### src/hdl/gpp_pkg.sv
/*
 * gpp_pkg: shared constants of the general-purpose pin block: register
 * offsets, field positions, reset values and time-base divider masks.
 * Assumes a 32-bit Avalon-MM register bus with byte addresses.
 */
package gpp_pkg;
	// ***********************************************************
	// sizes
	// ***********************************************************
	localparam int NUM_IO = 5;
	localparam int NUM_ANA = 4;
	localparam int NUM_SPECIAL = 4;
	localparam int CNT_W = 7;
	localparam int TB_W = 2;
	localparam int RB_W = 2;
	localparam int MEAS_W = 8;
	localparam int PRE_W = 10;
	localparam int ADDR_W = 6;
	localparam int CLK_PERIOD_NS = 100;

	// ***********************************************************
	// register byte offsets
	// ***********************************************************
	localparam logic [5:0] OFS_IO_CFG = 6'h00;
	localparam logic [5:0] OFS_IO_TB = 6'h04;
	localparam logic [5:0] OFS_ANA_CFG = 6'h08;
	localparam logic [5:0] OFS_IO_RB = 6'h0C;
	localparam logic [5:0] OFS_ANA_RB = 6'h10;
	localparam logic [5:0] OFS_THR = 6'h14;
	localparam logic [5:0] OFS_PWM0 = 6'h18;

	// ***********************************************************
	// field positions
	// ***********************************************************
	localparam int POS_DIR = 0;
	localparam int POS_FMT = 8;
	localparam int POS_SRC = 16;
	localparam int POS_LVL = 24;
	localparam int POS_ANA_TB = 24;
	localparam int POS_ANA_LVL = 16;
	localparam int POS_LL_LC = 0;
	localparam int POS_LL_HC = 8;
	localparam int POS_LH_LC = 16;
	localparam int POS_LH_HC = 24;
	localparam int POS_THR1 = 0;
	localparam int POS_THR2 = 4;
	localparam int POS_THR3 = 8;

	// ***********************************************************
	// writable masks and reset values
	// ***********************************************************
	localparam logic [31:0] MSK_IO_CFG = 32'h1F0F1F1F;
	localparam logic [31:0] MSK_IO_TB = 32'h000003FF;
	localparam logic [31:0] MSK_ANA_CFG = 32'hFF0F0F0F;
	localparam logic [31:0] MSK_THR = 32'h00000FFF;
	localparam logic [31:0] MSK_PWM = 32'h7F7F7F7F;
	localparam logic [31:0] RST_THR = 32'h00000642;
	localparam logic [31:0] RST_ZERO = 32'h00000000;

	// ***********************************************************
	// time base: tick when prescaler low bits are all ones
	// ***********************************************************
	localparam logic [PRE_W-1:0] TB_MASK0 = 10'h07F; // 128 clocks
	localparam logic [PRE_W-1:0] TB_MASK1 = 10'h0FF; // 256 clocks
	localparam logic [PRE_W-1:0] TB_MASK2 = 10'h1FF; // 512 clocks
	localparam logic [PRE_W-1:0] TB_MASK3 = 10'h3FF; // 1024 clocks
	localparam logic [MEAS_W-1:0] MEAS_MAX = 8'hFF;

	// bus answer states
	typedef enum logic [1:0] {
		GPP_IDLE = 2'b01,
		GPP_ACK = 2'b10
	} gpp_bus_e;
endpackage

### src/hdl/gpp_top.sv
/*
 * gpp_top: five io-supply pins (static or pwm out, pwm decode, special
 * outputs on the first four) and four analog-supply pins (static out,
 * static or pwm decode), with an Avalon-MM register slave.
 * Assumes pin inputs are synchronous to clk_i and that the pad ring
 * combines out/oe into push-pull drivers.
 */
`timescale 1ns/1ps
// Function
// - five io pins, each own direction bit
// - io format bit selects static or pwm
// - four io pins route special outputs
// - io output drives level bit, push-pull
// - special output ignores the level bit
// - io readback reports pin level in static format, decoded code in pwm format
// - reset makes every pin an input
// - two seven-bit count pairs, shared time base
// - low then high phase, counts times base
// - time base setting 3 is 1024 clocks
// - every pwm period with a nonzero low count begins low
// - level change applies at next period start
// - pwm decode uses pin time base, four codes
// - decoded level correct within two periods
// - four analog pins, each own direction
// - analog format only affects input decoding
// - analog output drives level bit, push-pull
// - analog readback reports pin level in static format, decoded code in pwm format
module gpp_top #(
	parameter int N_IO = 5,
	parameter int N_ANA = 4
) (
	input wire logic clk_i,
	input wire logic rst_n_i,
	input wire logic [5:0] avs_address_i,
	input wire logic avs_read_i,
	input wire logic avs_write_i,
	input wire logic [31:0] avs_writedata_i,
	input wire logic [3:0] avs_byteenable_i,
	output logic [31:0] avs_readdata_o,
	output logic avs_waitrequest_o,
	input wire logic fault_i,
	input wire logic status_i,
	input wire logic occ_a_i,
	input wire logic occ_b_i,
	input wire logic [N_IO-1:0] io_pin_i,
	output logic [N_IO-1:0] io_pin_o,
	output logic [N_IO-1:0] io_pin_oe_o,
	input wire logic [N_ANA-1:0] ana_pin_i,
	output logic [N_ANA-1:0] ana_pin_o,
	output logic [N_ANA-1:0] ana_pin_oe_o
);
	localparam int NP = N_IO + N_ANA;

	// field layout holds exactly five io and at most four analog pins
	if (N_IO != gpp_pkg::NUM_IO || N_ANA < 1 || N_ANA > gpp_pkg::NUM_ANA)
		$error("gpp_top: pin counts not supported");

	// ***********************************************************
	// helper functions
	// ***********************************************************
	function automatic logic tb_hit(input logic [1:0] sel,
			input logic [gpp_pkg::PRE_W-1:0] p);
		logic [gpp_pkg::PRE_W-1:0] m;
		case (sel)
			2'h0: m = gpp_pkg::TB_MASK0;
			2'h1: m = gpp_pkg::TB_MASK1;
			2'h2: m = gpp_pkg::TB_MASK2;
			default: m = gpp_pkg::TB_MASK3;
		endcase
		return (p & m) == m;
	endfunction

	// duty in eighths compared against three thresholds
	function automatic logic [1:0] classify(input logic [7:0] h,
			input logic [7:0] l, input logic [11:0] thr);
		logic [12:0] d;
		logic [12:0] s;
		logic [1:0] c;
		d = {2'h0, h, 3'h0};
		s = {4'h0, 9'({1'b0, h} + {1'b0, l})};
		c = 2'h0;
		for (int k = 0; k < 3; k++) begin
			if (d >= 13'(thr[4*k +: 4] * s) && c < 2'h3) begin
				c = c + 2'h1;
			end
		end
		return c;
	endfunction

	function automatic logic [31:0] merge(input logic [31:0] old,
			input logic [31:0] wd, input logic [3:0] be,
			input logic [31:0] msk);
		logic [31:0] r;
		r = old;
		for (int b = 0; b < 4; b++) begin
			if (be[b]) begin
				r[8*b +: 8] = wd[8*b +: 8];
			end
		end
		return r & msk;
	endfunction

	// ***********************************************************
	// register bus slave
	// ***********************************************************
	gpp_pkg::gpp_bus_e st_q;
	logic [31:0] io_cfg_q, io_tb_q, ana_cfg_q, thr_q;
	logic [31:0] pwm_q [N_IO];
	logic [31:0] rdata_d, rdata_q;
	logic wait_q;
	logic [1:0] rb_q [NP];
	logic [31:0] io_rb_w, ana_rb_w;
	logic wr_go;

	// write takes effect only at the edge where waitrequest is low
	assign wr_go = (st_q == gpp_pkg::GPP_ACK) && avs_write_i;

	always_comb begin
		io_rb_w = 32'h0;
		ana_rb_w = 32'h0;
		for (int i = 0; i < N_IO; i++) begin
			io_rb_w[2*i +: 2] = rb_q[i];
		end
		for (int i = 0; i < N_ANA; i++) begin
			ana_rb_w[2*i +: 2] = rb_q[N_IO+i];
		end
	end

	// read mux; unmapped addresses read zero
	always_comb begin
		rdata_d = 32'h0;
		case (avs_address_i)
			gpp_pkg::OFS_IO_CFG: rdata_d = io_cfg_q;
			gpp_pkg::OFS_IO_TB: rdata_d = io_tb_q;
			gpp_pkg::OFS_ANA_CFG: rdata_d = ana_cfg_q;
			gpp_pkg::OFS_IO_RB: rdata_d = io_rb_w;
			gpp_pkg::OFS_ANA_RB: rdata_d = ana_rb_w;
			gpp_pkg::OFS_THR: rdata_d = thr_q;
			default: begin
				for (int i = 0; i < N_IO; i++) begin
					if (avs_address_i == 6'(gpp_pkg::OFS_PWM0 + 4*i)) begin
						rdata_d = pwm_q[i];
					end
				end
			end
		endcase
	end

	// one wait cycle, then a single low cycle of waitrequest
	always_ff @(posedge clk_i) begin
		if (!rst_n_i) begin
			st_q <= gpp_pkg::GPP_IDLE;
			wait_q <= 1'b1;
			rdata_q <= 32'h0;
		end else begin
			case (st_q)
				gpp_pkg::GPP_IDLE: begin
					if (avs_read_i || avs_write_i) begin
						st_q <= gpp_pkg::GPP_ACK;
						wait_q <= 1'b0;
						rdata_q <= avs_read_i ? rdata_d : 32'h0;
					end
				end
				gpp_pkg::GPP_ACK: begin
					st_q <= gpp_pkg::GPP_IDLE;
					wait_q <= 1'b1;
				end
				default: begin
					st_q <= gpp_pkg::GPP_IDLE;
					wait_q <= 1'b1;
				end
			endcase
		end
	end
	assign avs_waitrequest_o = wait_q;
	assign avs_readdata_o = rdata_q;

	// configuration storage; reset leaves every direction bit at input
	always_ff @(posedge clk_i) begin
		if (!rst_n_i) begin
			io_cfg_q <= gpp_pkg::RST_ZERO;
			io_tb_q <= gpp_pkg::RST_ZERO;
			ana_cfg_q <= gpp_pkg::RST_ZERO;
			thr_q <= gpp_pkg::RST_THR;
			for (int i = 0; i < N_IO; i++) begin
				pwm_q[i] <= gpp_pkg::RST_ZERO;
			end
		end else if (wr_go) begin
			case (avs_address_i)
				gpp_pkg::OFS_IO_CFG: io_cfg_q <= merge(io_cfg_q,
					avs_writedata_i, avs_byteenable_i, gpp_pkg::MSK_IO_CFG);
				gpp_pkg::OFS_IO_TB: io_tb_q <= merge(io_tb_q,
					avs_writedata_i, avs_byteenable_i, gpp_pkg::MSK_IO_TB);
				gpp_pkg::OFS_ANA_CFG: ana_cfg_q <= merge(ana_cfg_q,
					avs_writedata_i, avs_byteenable_i, gpp_pkg::MSK_ANA_CFG);
				gpp_pkg::OFS_THR: thr_q <= merge(thr_q,
					avs_writedata_i, avs_byteenable_i, gpp_pkg::MSK_THR);
				default: begin
					for (int i = 0; i < N_IO; i++) begin
						if (avs_address_i == 6'(gpp_pkg::OFS_PWM0 + 4*i)) begin
							pwm_q[i] <= merge(pwm_q[i], avs_writedata_i,
								avs_byteenable_i, gpp_pkg::MSK_PWM);
						end
					end
				end
			endcase
		end
	end

	// ***********************************************************
	// shared time-base prescaler
	// ***********************************************************
	logic [gpp_pkg::PRE_W-1:0] presc_q;
	logic [NP-1:0] tick_w, fmt_w, pin_w;
	logic [1:0] tb_w [NP];

	// one free-running divider serves every pin; the trade is that a
	// new time base lines up with the divider, not with the write
	always_ff @(posedge clk_i) begin
		if (!rst_n_i) begin
			presc_q <= '0;
		end else begin
			presc_q <= presc_q + 10'h001;
		end
	end

	always_comb begin
		for (int i = 0; i < N_IO; i++) begin
			fmt_w[i] = io_cfg_q[gpp_pkg::POS_FMT+i];
			tb_w[i] = io_tb_q[2*i +: 2];
			pin_w[i] = io_pin_i[i];
		end
		for (int i = 0; i < N_ANA; i++) begin
			fmt_w[N_IO+i] = ana_cfg_q[gpp_pkg::POS_FMT+i];
			tb_w[N_IO+i] = ana_cfg_q[gpp_pkg::POS_ANA_TB+2*i +: 2];
			pin_w[N_IO+i] = ana_pin_i[i];
		end
		for (int i = 0; i < NP; i++) begin
			tick_w[i] = tb_hit(tb_w[i], presc_q);
		end
	end

	// ***********************************************************
	// pwm generators, io pins only
	// ***********************************************************
	logic [7:0] pos_q [N_IO];
	logic [N_IO-1:0] sel_q, pend_w, pwm_w;

	for (genvar g = 0; g < N_IO; g++) begin : g_pwm
		logic [6:0] lc, hc;
		logic [7:0] per;
		// active pair follows the latched level, not the live bit
		assign lc = sel_q[g] ? pwm_q[g][gpp_pkg::POS_LH_LC +: 7] :
			pwm_q[g][gpp_pkg::POS_LL_LC +: 7];
		assign hc = sel_q[g] ? pwm_q[g][gpp_pkg::POS_LH_HC +: 7] :
			pwm_q[g][gpp_pkg::POS_LL_HC +: 7];
		assign per = {1'b0, lc} + {1'b0, hc};
		assign pend_w[g] = tick_w[g] && (pos_q[g] + 8'h01 >= per);
		assign pwm_w[g] = pos_q[g] >= {1'b0, lc};

		// pair switch happens only where a new period starts
		always_ff @(posedge clk_i) begin
			if (!rst_n_i) begin
				pos_q[g] <= 8'h00;
				sel_q[g] <= 1'b0;
			end else if (!fmt_w[g] || pend_w[g]) begin
				pos_q[g] <= 8'h00;
				sel_q[g] <= io_cfg_q[gpp_pkg::POS_LVL+g];
			end else if (tick_w[g]) begin
				pos_q[g] <= pos_q[g] + 8'h01;
			end
		end
	end

	// ***********************************************************
	// pin drivers
	// ***********************************************************
	logic [N_IO-1:0] io_drv_d;
	logic [gpp_pkg::NUM_SPECIAL-1:0] spec_w;
	assign spec_w = {occ_b_i, occ_a_i, status_i, fault_i};

	// special source wins over format and level
	always_comb begin
		for (int i = 0; i < N_IO; i++) begin
			io_drv_d[i] = fmt_w[i] ? pwm_w[i] :
				io_cfg_q[gpp_pkg::POS_LVL+i];
			if (i < gpp_pkg::NUM_SPECIAL &&
					io_cfg_q[gpp_pkg::POS_SRC+i]) begin
				io_drv_d[i] = spec_w[i];
			end
		end
	end

	always_ff @(posedge clk_i) begin
		if (!rst_n_i) begin
			io_pin_oe_o <= '0;
			io_pin_o <= '0;
			ana_pin_oe_o <= '0;
			ana_pin_o <= '0;
		end else begin
			io_pin_oe_o <= io_cfg_q[gpp_pkg::POS_DIR +: N_IO];
			io_pin_o <= io_drv_d;
			ana_pin_oe_o <= ana_cfg_q[gpp_pkg::POS_DIR +: N_ANA];
			ana_pin_o <= ana_cfg_q[gpp_pkg::POS_ANA_LVL +: N_ANA];
		end
	end

	// ***********************************************************
	// readback and pwm decoders, all nine pins
	// ***********************************************************
	logic [NP-1:0] in_q, samp_q, dend_w;
	logic [7:0] lcnt_q [NP];
	logic [7:0] hcnt_q [NP];

	for (genvar g = 0; g < NP; g++) begin : g_dec
		logic [1:0] code;
		// period ends at a falling edge seen on the time-base grid;
		// a source faster than the grid aliases and decodes wrongly
		assign dend_w[g] = tick_w[g] && samp_q[g] && !in_q[g];
		assign code = (lcnt_q[g] == gpp_pkg::MEAS_MAX) ? 2'h0 :
			(hcnt_q[g] == gpp_pkg::MEAS_MAX) ? 2'h3 :
			classify(hcnt_q[g], lcnt_q[g], thr_q[11:0]);

		always_ff @(posedge clk_i) begin
			if (!rst_n_i) begin
				in_q[g] <= 1'b0;
				samp_q[g] <= 1'b0;
				lcnt_q[g] <= 8'h00;
				hcnt_q[g] <= 8'h00;
				rb_q[g] <= 2'h0;
			end else begin
				in_q[g] <= pin_w[g];
				if (tick_w[g]) begin
					samp_q[g] <= in_q[g];
				end
				if (!fmt_w[g]) begin
					rb_q[g] <= {1'b0, in_q[g]};
					lcnt_q[g] <= 8'h00;
					hcnt_q[g] <= 8'h00;
				end else if (dend_w[g]) begin
					rb_q[g] <= code;
					lcnt_q[g] <= 8'h01;
					hcnt_q[g] <= 8'h00;
				end else if (tick_w[g]) begin
					if (!in_q[g] && lcnt_q[g] != gpp_pkg::MEAS_MAX) begin
						lcnt_q[g] <= lcnt_q[g] + 8'h01;
					end
					if (in_q[g] && hcnt_q[g] != gpp_pkg::MEAS_MAX) begin
						hcnt_q[g] <= hcnt_q[g] + 8'h01;
					end
					// a stuck pin saturates into code 0 or 3
					if (lcnt_q[g] == gpp_pkg::MEAS_MAX ||
							hcnt_q[g] == gpp_pkg::MEAS_MAX) begin
						rb_q[g] <= code;
					end
				end
			end
		end
	end

	// ***********************************************************
	// assertions
	// ***********************************************************
	property p_reset_inputs;
		@(posedge clk_i) !rst_n_i |=> (io_pin_oe_o == '0) &&
			(ana_pin_oe_o == '0);
	endproperty
	a_reset_inputs: assert property (p_reset_inputs)
		else $error("pin enabled right after reset");

	property p_dir_write;
		@(posedge clk_i) disable iff (!rst_n_i)
		(wr_go && avs_address_i == gpp_pkg::OFS_IO_CFG &&
			avs_byteenable_i[0]) |-> ##2
			io_pin_oe_o == $past(avs_writedata_i[N_IO-1:0], 2);
	endproperty
	a_dir_write: assert property (p_dir_write)
		else $error("io direction does not follow write");

	property p_special;
		@(posedge clk_i) disable iff (!rst_n_i)
		io_cfg_q[gpp_pkg::POS_SRC] |=> io_pin_o[0] == $past(fault_i);
	endproperty
	a_special: assert property (p_special)
		else $error("special source not driven on pin 0");

	property p_static_lvl;
		@(posedge clk_i) disable iff (!rst_n_i)
		(!fmt_w[4] && io_cfg_q[gpp_pkg::POS_LVL+4]) |=> io_pin_o[4];
	endproperty
	a_static_lvl: assert property (p_static_lvl)
		else $error("static level not driven");

	property p_start_low;
		@(posedge clk_i) disable iff (!rst_n_i)
		(fmt_w[0] && pend_w[0] && pwm_q[0][gpp_pkg::POS_LL_LC +: 7] != 7'h0
			&& pwm_q[0][gpp_pkg::POS_LH_LC +: 7] != 7'h0)
			|=> !pwm_w[0] ##1 !io_pin_o[0] || io_cfg_q[gpp_pkg::POS_SRC];
	endproperty
	a_start_low: assert property (p_start_low)
		else $error("pwm period did not start low");

	property p_switch_edge;
		@(posedge clk_i) disable iff (!rst_n_i)
		(fmt_w[0] && $past(fmt_w[0]) && $changed(sel_q[0])) |->
			$past(pend_w[0]);
	endproperty
	a_switch_edge: assert property (p_switch_edge)
		else $error("pair switched inside a period");

	// clocks between pin-0 ticks; restarts whenever the base is not 3,
	// so only a full gap on the slowest base is ever judged
	logic [10:0] tgap_q;
	logic tseen_q;
	always_ff @(posedge clk_i) begin
		if (!rst_n_i || tb_w[0] != 2'h3) begin
			tgap_q <= 11'h000;
			tseen_q <= 1'b0;
		end else if (tick_w[0]) begin
			tgap_q <= 11'h000;
			tseen_q <= 1'b1;
		end else begin
			tgap_q <= tgap_q + 11'h001;
		end
	end

	property p_tb1024;
		@(posedge clk_i) disable iff (!rst_n_i)
		(tb_w[0] == 2'h3 && tick_w[0] && tseen_q) |->
			tgap_q == {1'b0, gpp_pkg::TB_MASK3};
	endproperty
	a_tb1024: assert property (p_tb1024)
		else $error("time base 3 not 1024 clocks");

	property p_dec_update;
		@(posedge clk_i) disable iff (!rst_n_i)
		(fmt_w[5] && dend_w[5] && lcnt_q[5] != gpp_pkg::MEAS_MAX &&
			hcnt_q[5] != gpp_pkg::MEAS_MAX) |=>
			rb_q[5] == $past(classify(hcnt_q[5], lcnt_q[5], thr_q[11:0]));
	endproperty
	a_dec_update: assert property (p_dec_update)
		else $error("decoded level not updated at period end");

	property p_static_rb;
		@(posedge clk_i) disable iff (!rst_n_i)
		(!fmt_w[0])[*3] |-> rb_q[0] == {1'b0, $past(io_pin_i[0], 2)};
	endproperty
	a_static_rb: assert property (p_static_rb)
		else $error("static readback wrong");

	property p_bus_answer;
		@(posedge clk_i) disable iff (!rst_n_i)
		(st_q == gpp_pkg::GPP_IDLE && (avs_read_i || avs_write_i)) |=>
			!avs_waitrequest_o ##1 avs_waitrequest_o;
	endproperty
	a_bus_answer: assert property (p_bus_answer)
		else $error("bus answer not one cycle wide");

	c_pwm_out: cover property (@(posedge clk_i) disable iff (!rst_n_i)
		fmt_w[0] && pend_w[0] && sel_q[0]);
	c_decode3: cover property (@(posedge clk_i) disable iff (!rst_n_i)
		fmt_w[5] && rb_q[5] == 2'h3);
	c_special: cover property (@(posedge clk_i) disable iff (!rst_n_i)
		io_cfg_q[gpp_pkg::POS_SRC+3] && io_pin_oe_o[3]);
endmodule

### config.mk
export PLATFORM = sky130hd
export DESIGN_NAME = gpp_top
export DESIGN_NICKNAME = d
export VERILOG_FILES = /design/src/hdl/gpp_pkg.sv /design/src/hdl/gpp_top.sv
export SDC_FILE = /design/constraint.sdc
export NUM_CORES = 2
export LEC_CHECK = 0
export BUFFER_PORTS_ARGS = -buffer_cell sky130_fd_sc_hd__clkbuf_2
export CAP_MARGIN = 25
export CORE_UTILIZATION = 45
export DETAILED_ROUTE_END_ITERATION = 6
export PLACE_DENSITY = 0.56
export SETUP_SLACK_MARGIN = 0.02
export SYNTH_ARGS = -nofsm -noshare
export SYNTH_HDL_FRONTEND = slang
export SYNTH_SLANG_ARGS = --single-unit
export TNS_END_PERCENT = 50
### constraint.sdc
create_clock -name clk_i -period 21.7 [get_ports clk_i]
set_clock_uncertainty 0.1 [all_clocks]
set_input_delay 3.255 -clock clk_i [delete_from_list [all_inputs] [get_ports clk_i]]
set_output_delay 3.255 -clock clk_i [all_outputs]
set_load 0.005 [all_outputs]
Word level (Yosys, flattened, before mapping)
Memories as Yosys holds them, arrays and structs flattened.
Index checks and enable logic that the tools add are counted.
{"block": "totals", "regBits": 147, "latchBits": 0, "ramBits": 342, "rom_bits": 0, "in_bits": 59, "output_inout_bits": 51, "word_cells": 1042, "memories": 5}
{"memory": "pwm_q", "words": 5, "word_bits": 28, "read_ports": 5, "rd_clocked_by_memory_dff": 0, "wr": 5, "line": "gpp_top.sv:108", "rtl": "logic [31:0] pwm_q [N_IO];"}
{"memory": "hcnt_q", "words": 9, "word_bits": 8, "read_ports": 9, "rd_clocked_by_memory_dff": 0, "wr": 9, "line": "gpp_top.sv:313", "rtl": "logic [7:0] hcnt_q [NP];"}
{"memory": "lcnt_q", "words": 9, "word_bits": 8, "read_ports": 9, "rd_clocked_by_memory_dff": 0, "wr": 9, "line": "gpp_top.sv:312", "rtl": "logic [7:0] lcnt_q [NP];"}
{"memory": "pos_q", "words": 5, "word_bits": 8, "read_ports": 5, "rd_clocked_by_memory_dff": 0, "wr": 5, "line": "gpp_top.sv:246", "rtl": "logic [7:0] pos_q [N_IO];"}
{"memory": "rb_q", "words": 9, "word_bits": 2, "read_ports": 9, "rd_clocked_by_memory_dff": 0, "wr": 9, "line": "gpp_top.sv:111", "rtl": "logic [1:0] rb_q [NP];"}
{"block": "classes", "addsub": 56, "mul": 27, "div_mod_pow": 0, "magnitude_cmp": 55, "n_eq_ne": 75, "n_shift": 0, "n_mux": 562, "bitwise": 105, "n_reduce_logical": 114}
{"op": "two-way mux 7 bit", "n": 110}
{"op": "two-way mux 8 bit", "n": 64}
{"op": "greater-or-equal comparator 11 x 13 -> 1 bit", "n": 27}
{"op": "multiplier 4 x 9 -> 13 bit", "n": 27}
{"op": "two-way mux 1 bit", "n": 304}
{"op": "one-hot mux 10 bit (3 select lines)", "n": 9}
{"op": "two-way mux 32 bit", "n": 6}
{"op": "one-hot mux 32 bit (6 select lines)", "n": 1}
{"op": "adder 8 x 1 -> 8 bit (second input constant)", "n": 23}
{"op": "equality test 8 bit (second input constant)", "n": 18}
{"op": "!= test 8 bit (second input constant)", "n": 18}
{"op": "two-way mux 28 bit", "n": 5}
{"op": "two-way mux 2 bit", "n": 63}
{"op": "bitwise OR 1 bit", "n": 96}
{"op": "bitwise AND 10 bit", "n": 9}
{"op": "equality test 10 bit", "n": 9}
{"op": "adder 8 x 8 -> 9 bit", "n": 9}
{"op": "logical AND 1 bit", "n": 60}
{"op": "adder 7 x 7 -> 8 bit", "n": 5}
{"op": "greater-or-equal comparator 8 x 7 -> 1 bit", "n": 5}
{"op": "greater-or-equal comparator 8 bit", "n": 5}
{"op": "adder 2 x 1 -> 2 bit (second input constant)", "n": 18}
{"op": "less-than comparator 2 bit (second input constant)", "n": 18}
{"op": "AND reduction 3 bit", "n": 12}
{"op": "13 further kinds", "n": 73}

Logic depth before layout (Yosys ltp)
An unclocked memory read counts as a cell.
{"block": "logic_depth", "ltp_word": 15, "depth_mapped": 36, "ltp_nobuf": 35}

Worst setup path before layout
OpenSTA, ideal clock, no wires.
{"block": "synth_timing", "kind": "register to register", "start": "mem hcnt_q[8][0]", "end": "mem rb_q[8][0], data pin", "setup_time_ps": 256, "arrival_time_ps": 6835, "required_ps": 21344, "slack_ps": 14509, "stages_incl_launch_ff": 35, "path_buffers": 1, "synth_period_minus_slack_ps": 7191, "cell_sequence": "edfxtp_1 > ha_1 > inv_1 > fa_1 > inv_1 > a21oi_1 > o21ai_0 > a21oi_1 > nor2b_1 > nor2_1 > xnor2_1 > clkbuf_1 > and2_1 > fa_1 > inv_1 > fa_1 > inv_1 > ha_1 > a21oi_1 > o21ai_0 > xnor2_1 > ha_1 > o21ai_0 > nand2b_1 > a21oi_1 > or3_1 > nor4_1 > ha_1 > a222oi_1 > or3b_2 > a31oi_1 > nand4_1 > xor2_1 > a21oi_1 > a31o_2"}
{"element": "start, declared", "line": "gpp_top.sv:313"}
{"element": "end, declared", "line": "gpp_top.sv:111"}

==> summary.txt <==
Power
  – Pwr dens: 32.1 nW/um2
  – Leak Pwr: 0.0311 uW
  – VDD IR-drop max: 0.0000663 V

Routing
  – Per-cell routed wire length: 19.0 um
  – Detailed Routing Iterations Pass 1: 7
  – Met3 routed wirelength: 7550 um
  – Via density: 5.50
  – Total number of vias: 47900
  – Routed Antenna Nets: 0
  – Total Routed Length: 166000 um
  – Max layer used: met4
  – DRC errors left: 42
  – Wl on met1: 76000 um
  – Met2 WL: 78000 um
  – Starting DRT DRC Count: 3076

Placed design
  – DP Area: 63300 um2
  – HPWL after DPL: 126000 um
  – PortBufs: 105
  – DP Cell Count: 8609
  – Placer Congestion: 0.945

Worst hold path
  – Cells on Worst Hold Path: 1
  – Hold Crit Class: reg2reg
  – Hold Path Origin: presc_q[0]$_SDFF_PN0_

Timing
  – Final setup vio count: 0
  – Post-layout min period: 8.41 ns
  – Slew Limit Fails: 0
  – Unrepaired setup endpoints after global routing: false
  – WHS: 0.352 ns
  – Fmax achieved: 0.119 GHz
  – Hold Violations, Final: 0
  – Final worst path period share: 38.8%
  – Slew margin rel.: 28.9%
  – Setup TNS: 0 ns
  – Worst slew pin tran: 1.07 ns

Critical path
  – Peak per-stage delay on the critical path: 0.58 ns
  – CP max FO: 8
  – RR Startpoint: hcnt_q[8][0]$_SDFFCE_PN0P_
  – Slowest cell on the critical path: xnor2_1
  – Kind of end point of the critical path: flop
  – WP data required: 22.01 ns
  – Arrival time at the worst endpoint: 8.72 ns
  – Worst Setup SP: hcnt_q[8][0]$_SDFFCE_PN0P_
  – Worst R2R Path Depth: 32
  – Critical path class: reg2reg
  – CP Launch Type: flop

GRT
  – Initial antenna violation count: 3
  – Total gr overflow: 0
  – Global-route wire length before repair: 264000 um
  – Largest net degree at the start of global routing: 55
  – Total Routing Usage GR: 24.3%
  – Number of global-route vias before repair: 47200

Finish
  – Fill count: 12800
  – Layout area overhead: 7.27%
  – Final instance area: 65300 um2
  – Utilization after layout: 48.8%
  – Final instance count without filler cells: 8717
  – Share of cells above drive strength 1: 5.71%
  – Final #Nets: 8250

Synthesis
  – Largest family of logic cells by synthesized area: adder cells
  – Compound-Gate Fraction of Synth Area: 11.5%
  – Area of the mapped netlist: 60800 um2
  – Syn Area/Cell: 8.80 um2
  – Post-synth EDFFs: 342
  – FF+latch count, synth: 486
  – Post-Synth XOR/XNOR Area: 6.05%
  – Adder and majority gate portion of the synthesized area: 31.4%
  – Simple-Gate Fraction of Synth Area: 20.3%
  – Sequential area share after synthesis: 21.6%
  – Post-synthesis instance total: 6912
  – Async set-reset flop share out of synthesis: 0%
  – Yosys warnings: 0
  – Primary FF master, synth: edfxtp_1
  – Cell variety after synth: 85
  – Post-synthesis mux area share: 2.86%

Clock tree
  – Reg clk slew, reported paths: 0.06 ns
  – H-tree depth: 2
  – CTS tree: done
  – Root Buffer: clkbuf_16
  – Longest Clk Path Bufs: 3
  – Sink Count: 486
  – TritonCTS buffer count: 56
  – Cts hold-fix bufs: 0
  – Post-cts resize count: 0
  – Setup bufs post-CTS: 0
  – Clock Latency Late Sink: 0.66 ns

Floorplanning
  – Die Wd: 370 um
  – Core area: 134000 um2
  – IO Count: 110
  – Initial core utilization: 45.5%
  – Die Ht: 370 um
  – Core Rows: 134
  – Die area: 137000 um2

Job
  – MaxCap Viol Count: 0

Run status
  – Failing checks: design-rule violations
  – Status: finished with violations
-- through the flow --
step	setup slack (ns)	power, uW
2_1_floorplan	14.51	1080
3_3_place_gp	13.41	1120
3_5_place_dp	13.38	1120
4_1_cts	13.31	2110
5_1_grt	12.63	2150
6_report	13.29	2100
-- power by group --
part	total, uW	switching, uW	internal (uW)	leakage [uW]
combinational	101	69.1	32.2	0.0251
sequential	1010	10.1	995	0.00510
clock	990	424	565	0.000927
-- placed cells by master (no fill, tap or decap), drive strengths merged, types with 43 or more instances in the layout --
cell type	instances
mux2	44
fa	392
nand3	176
clkbuf	184
xnor2	202
buf	105
nand2	580
o21bai	43
dfxtp	144
edfxtp	342
mux2i	120
a21o	115
and3	89
nand2b	120
nor3	71
xor2	218
o21ai	284
and2	629
inv	727
ha	899
nor2b	151
nor2	467
a21oi	381
-- cell usage after synthesis, types with 14 or more instances --
cell,n,area [um2]
a31oi_1,20,125
inv_1,724,2720
xor2_1,218,1910
nor2b_1,150,938
a21o_1,114,856
nand2b_1,120,751
nor4_1,14,87.6
or2_2,19,119
o21ai_0,275,1380
o21bai_1,43,323
nand2_1,580,2180
nand3b_1,22,165
nor3_1,70,350
a311oi_1,16,140
nor2_1,467,1750
and3_1,89,557
a221oi_1,18,158
mux2i_1,120,1200
a211oi_1,37,278
dfxtp_1,144,2880
o211ai_1,14,105
edfxtp_1,342,10300
fa_1,392,7850
a22oi_1,37,278
nand3_1,176,881
xnor2_1,202,1770
a222oi_1,16,160
mux2_2,44,495
o21a_1,35,263
nand4_1,15,93.8
clkbuf_1,263,987
and2_1,629,3940
ha_1,899,11200
a21oi_1,381,1910
-- flip-flops by register name (all words and copies together) (netlist names), 5 cells and up --
name            count
pwm_q             140
hcnt_q             72
lcnt_q             72
pos_q              40
avs_readdata_o     30
ana_cfg_q          20
io_cfg_q           19
rb_q               18
thr_q              12
io_tb_q            10
presc_q            10
in_q                9
samp_q              9
io_pin_o            5
io_pin_oe_o         5
sel_q               5
-- layout make-up --
cell class / instances / area (um2) / area share, %
Antenna cell: 2 / 5.00 / 0.00767
Clock buffer: 80 / 1640 / 2.51
Clock inverter: 25 / 259 / 0.397
Inverter: 725 / 2720 / 4.17
Multi-Input combinational cell: 5422 / 43900 / 67.3
Sequential cell: 486 / 13200 / 20.2
Tap cell: 1768 / 2210 / 3.39
Timing Repair Buffer: 209 / 1300 / 1.99
-- worst max-delay path, delay by kind of cell, from the launching register on --
kind	cells	cell delay (ns)
AO/OA/AOI/OAI	10	1.79
XOR/XNOR	3	0.90
adder cells (fa/ha/maj)	7	2.49
buffers and inverters	3	0.41
flip-flops	1	0.57
AND/OR/NAND/NOR	9	1.92
-- worst paths after layout --
kind	endpoint	slack [ns]
min reg2reg	presc_q[0]$_SDFF_PN0_	0.35
min	presc_q[0]$_SDFF_PN0_	0.35
max	rb_q[8][0]$_SDFFCE_PN0P_	13.29
max reg2reg	rb_q[8][0]$_SDFFCE_PN0P_	13.29
-- metal layers --
| metal | GRT usage, % | vias to the layer above |
|---|---|---|
| met2 | 41.5 | 1040 |
| li1 | - | 23400 |
| met3 | 2.18 | 179 |
| met4 | 6.54 | 0 |
| met5 | 0 | - |
| met1 | 32.7 | 23300 |
-- kinds of logic (layout without fill, tap and decap cells) --
family,Yosys count,count (layout)
flops,486,486
mux,166,166
other cells,1,4
compound gates,1128,1128
buf+inv,1005,1039
xor+xnor,420,420
fa+ha+maj,1291,1291
simple gates,2415,2415
No activity file was read; power rests on OpenSTA's default activity.
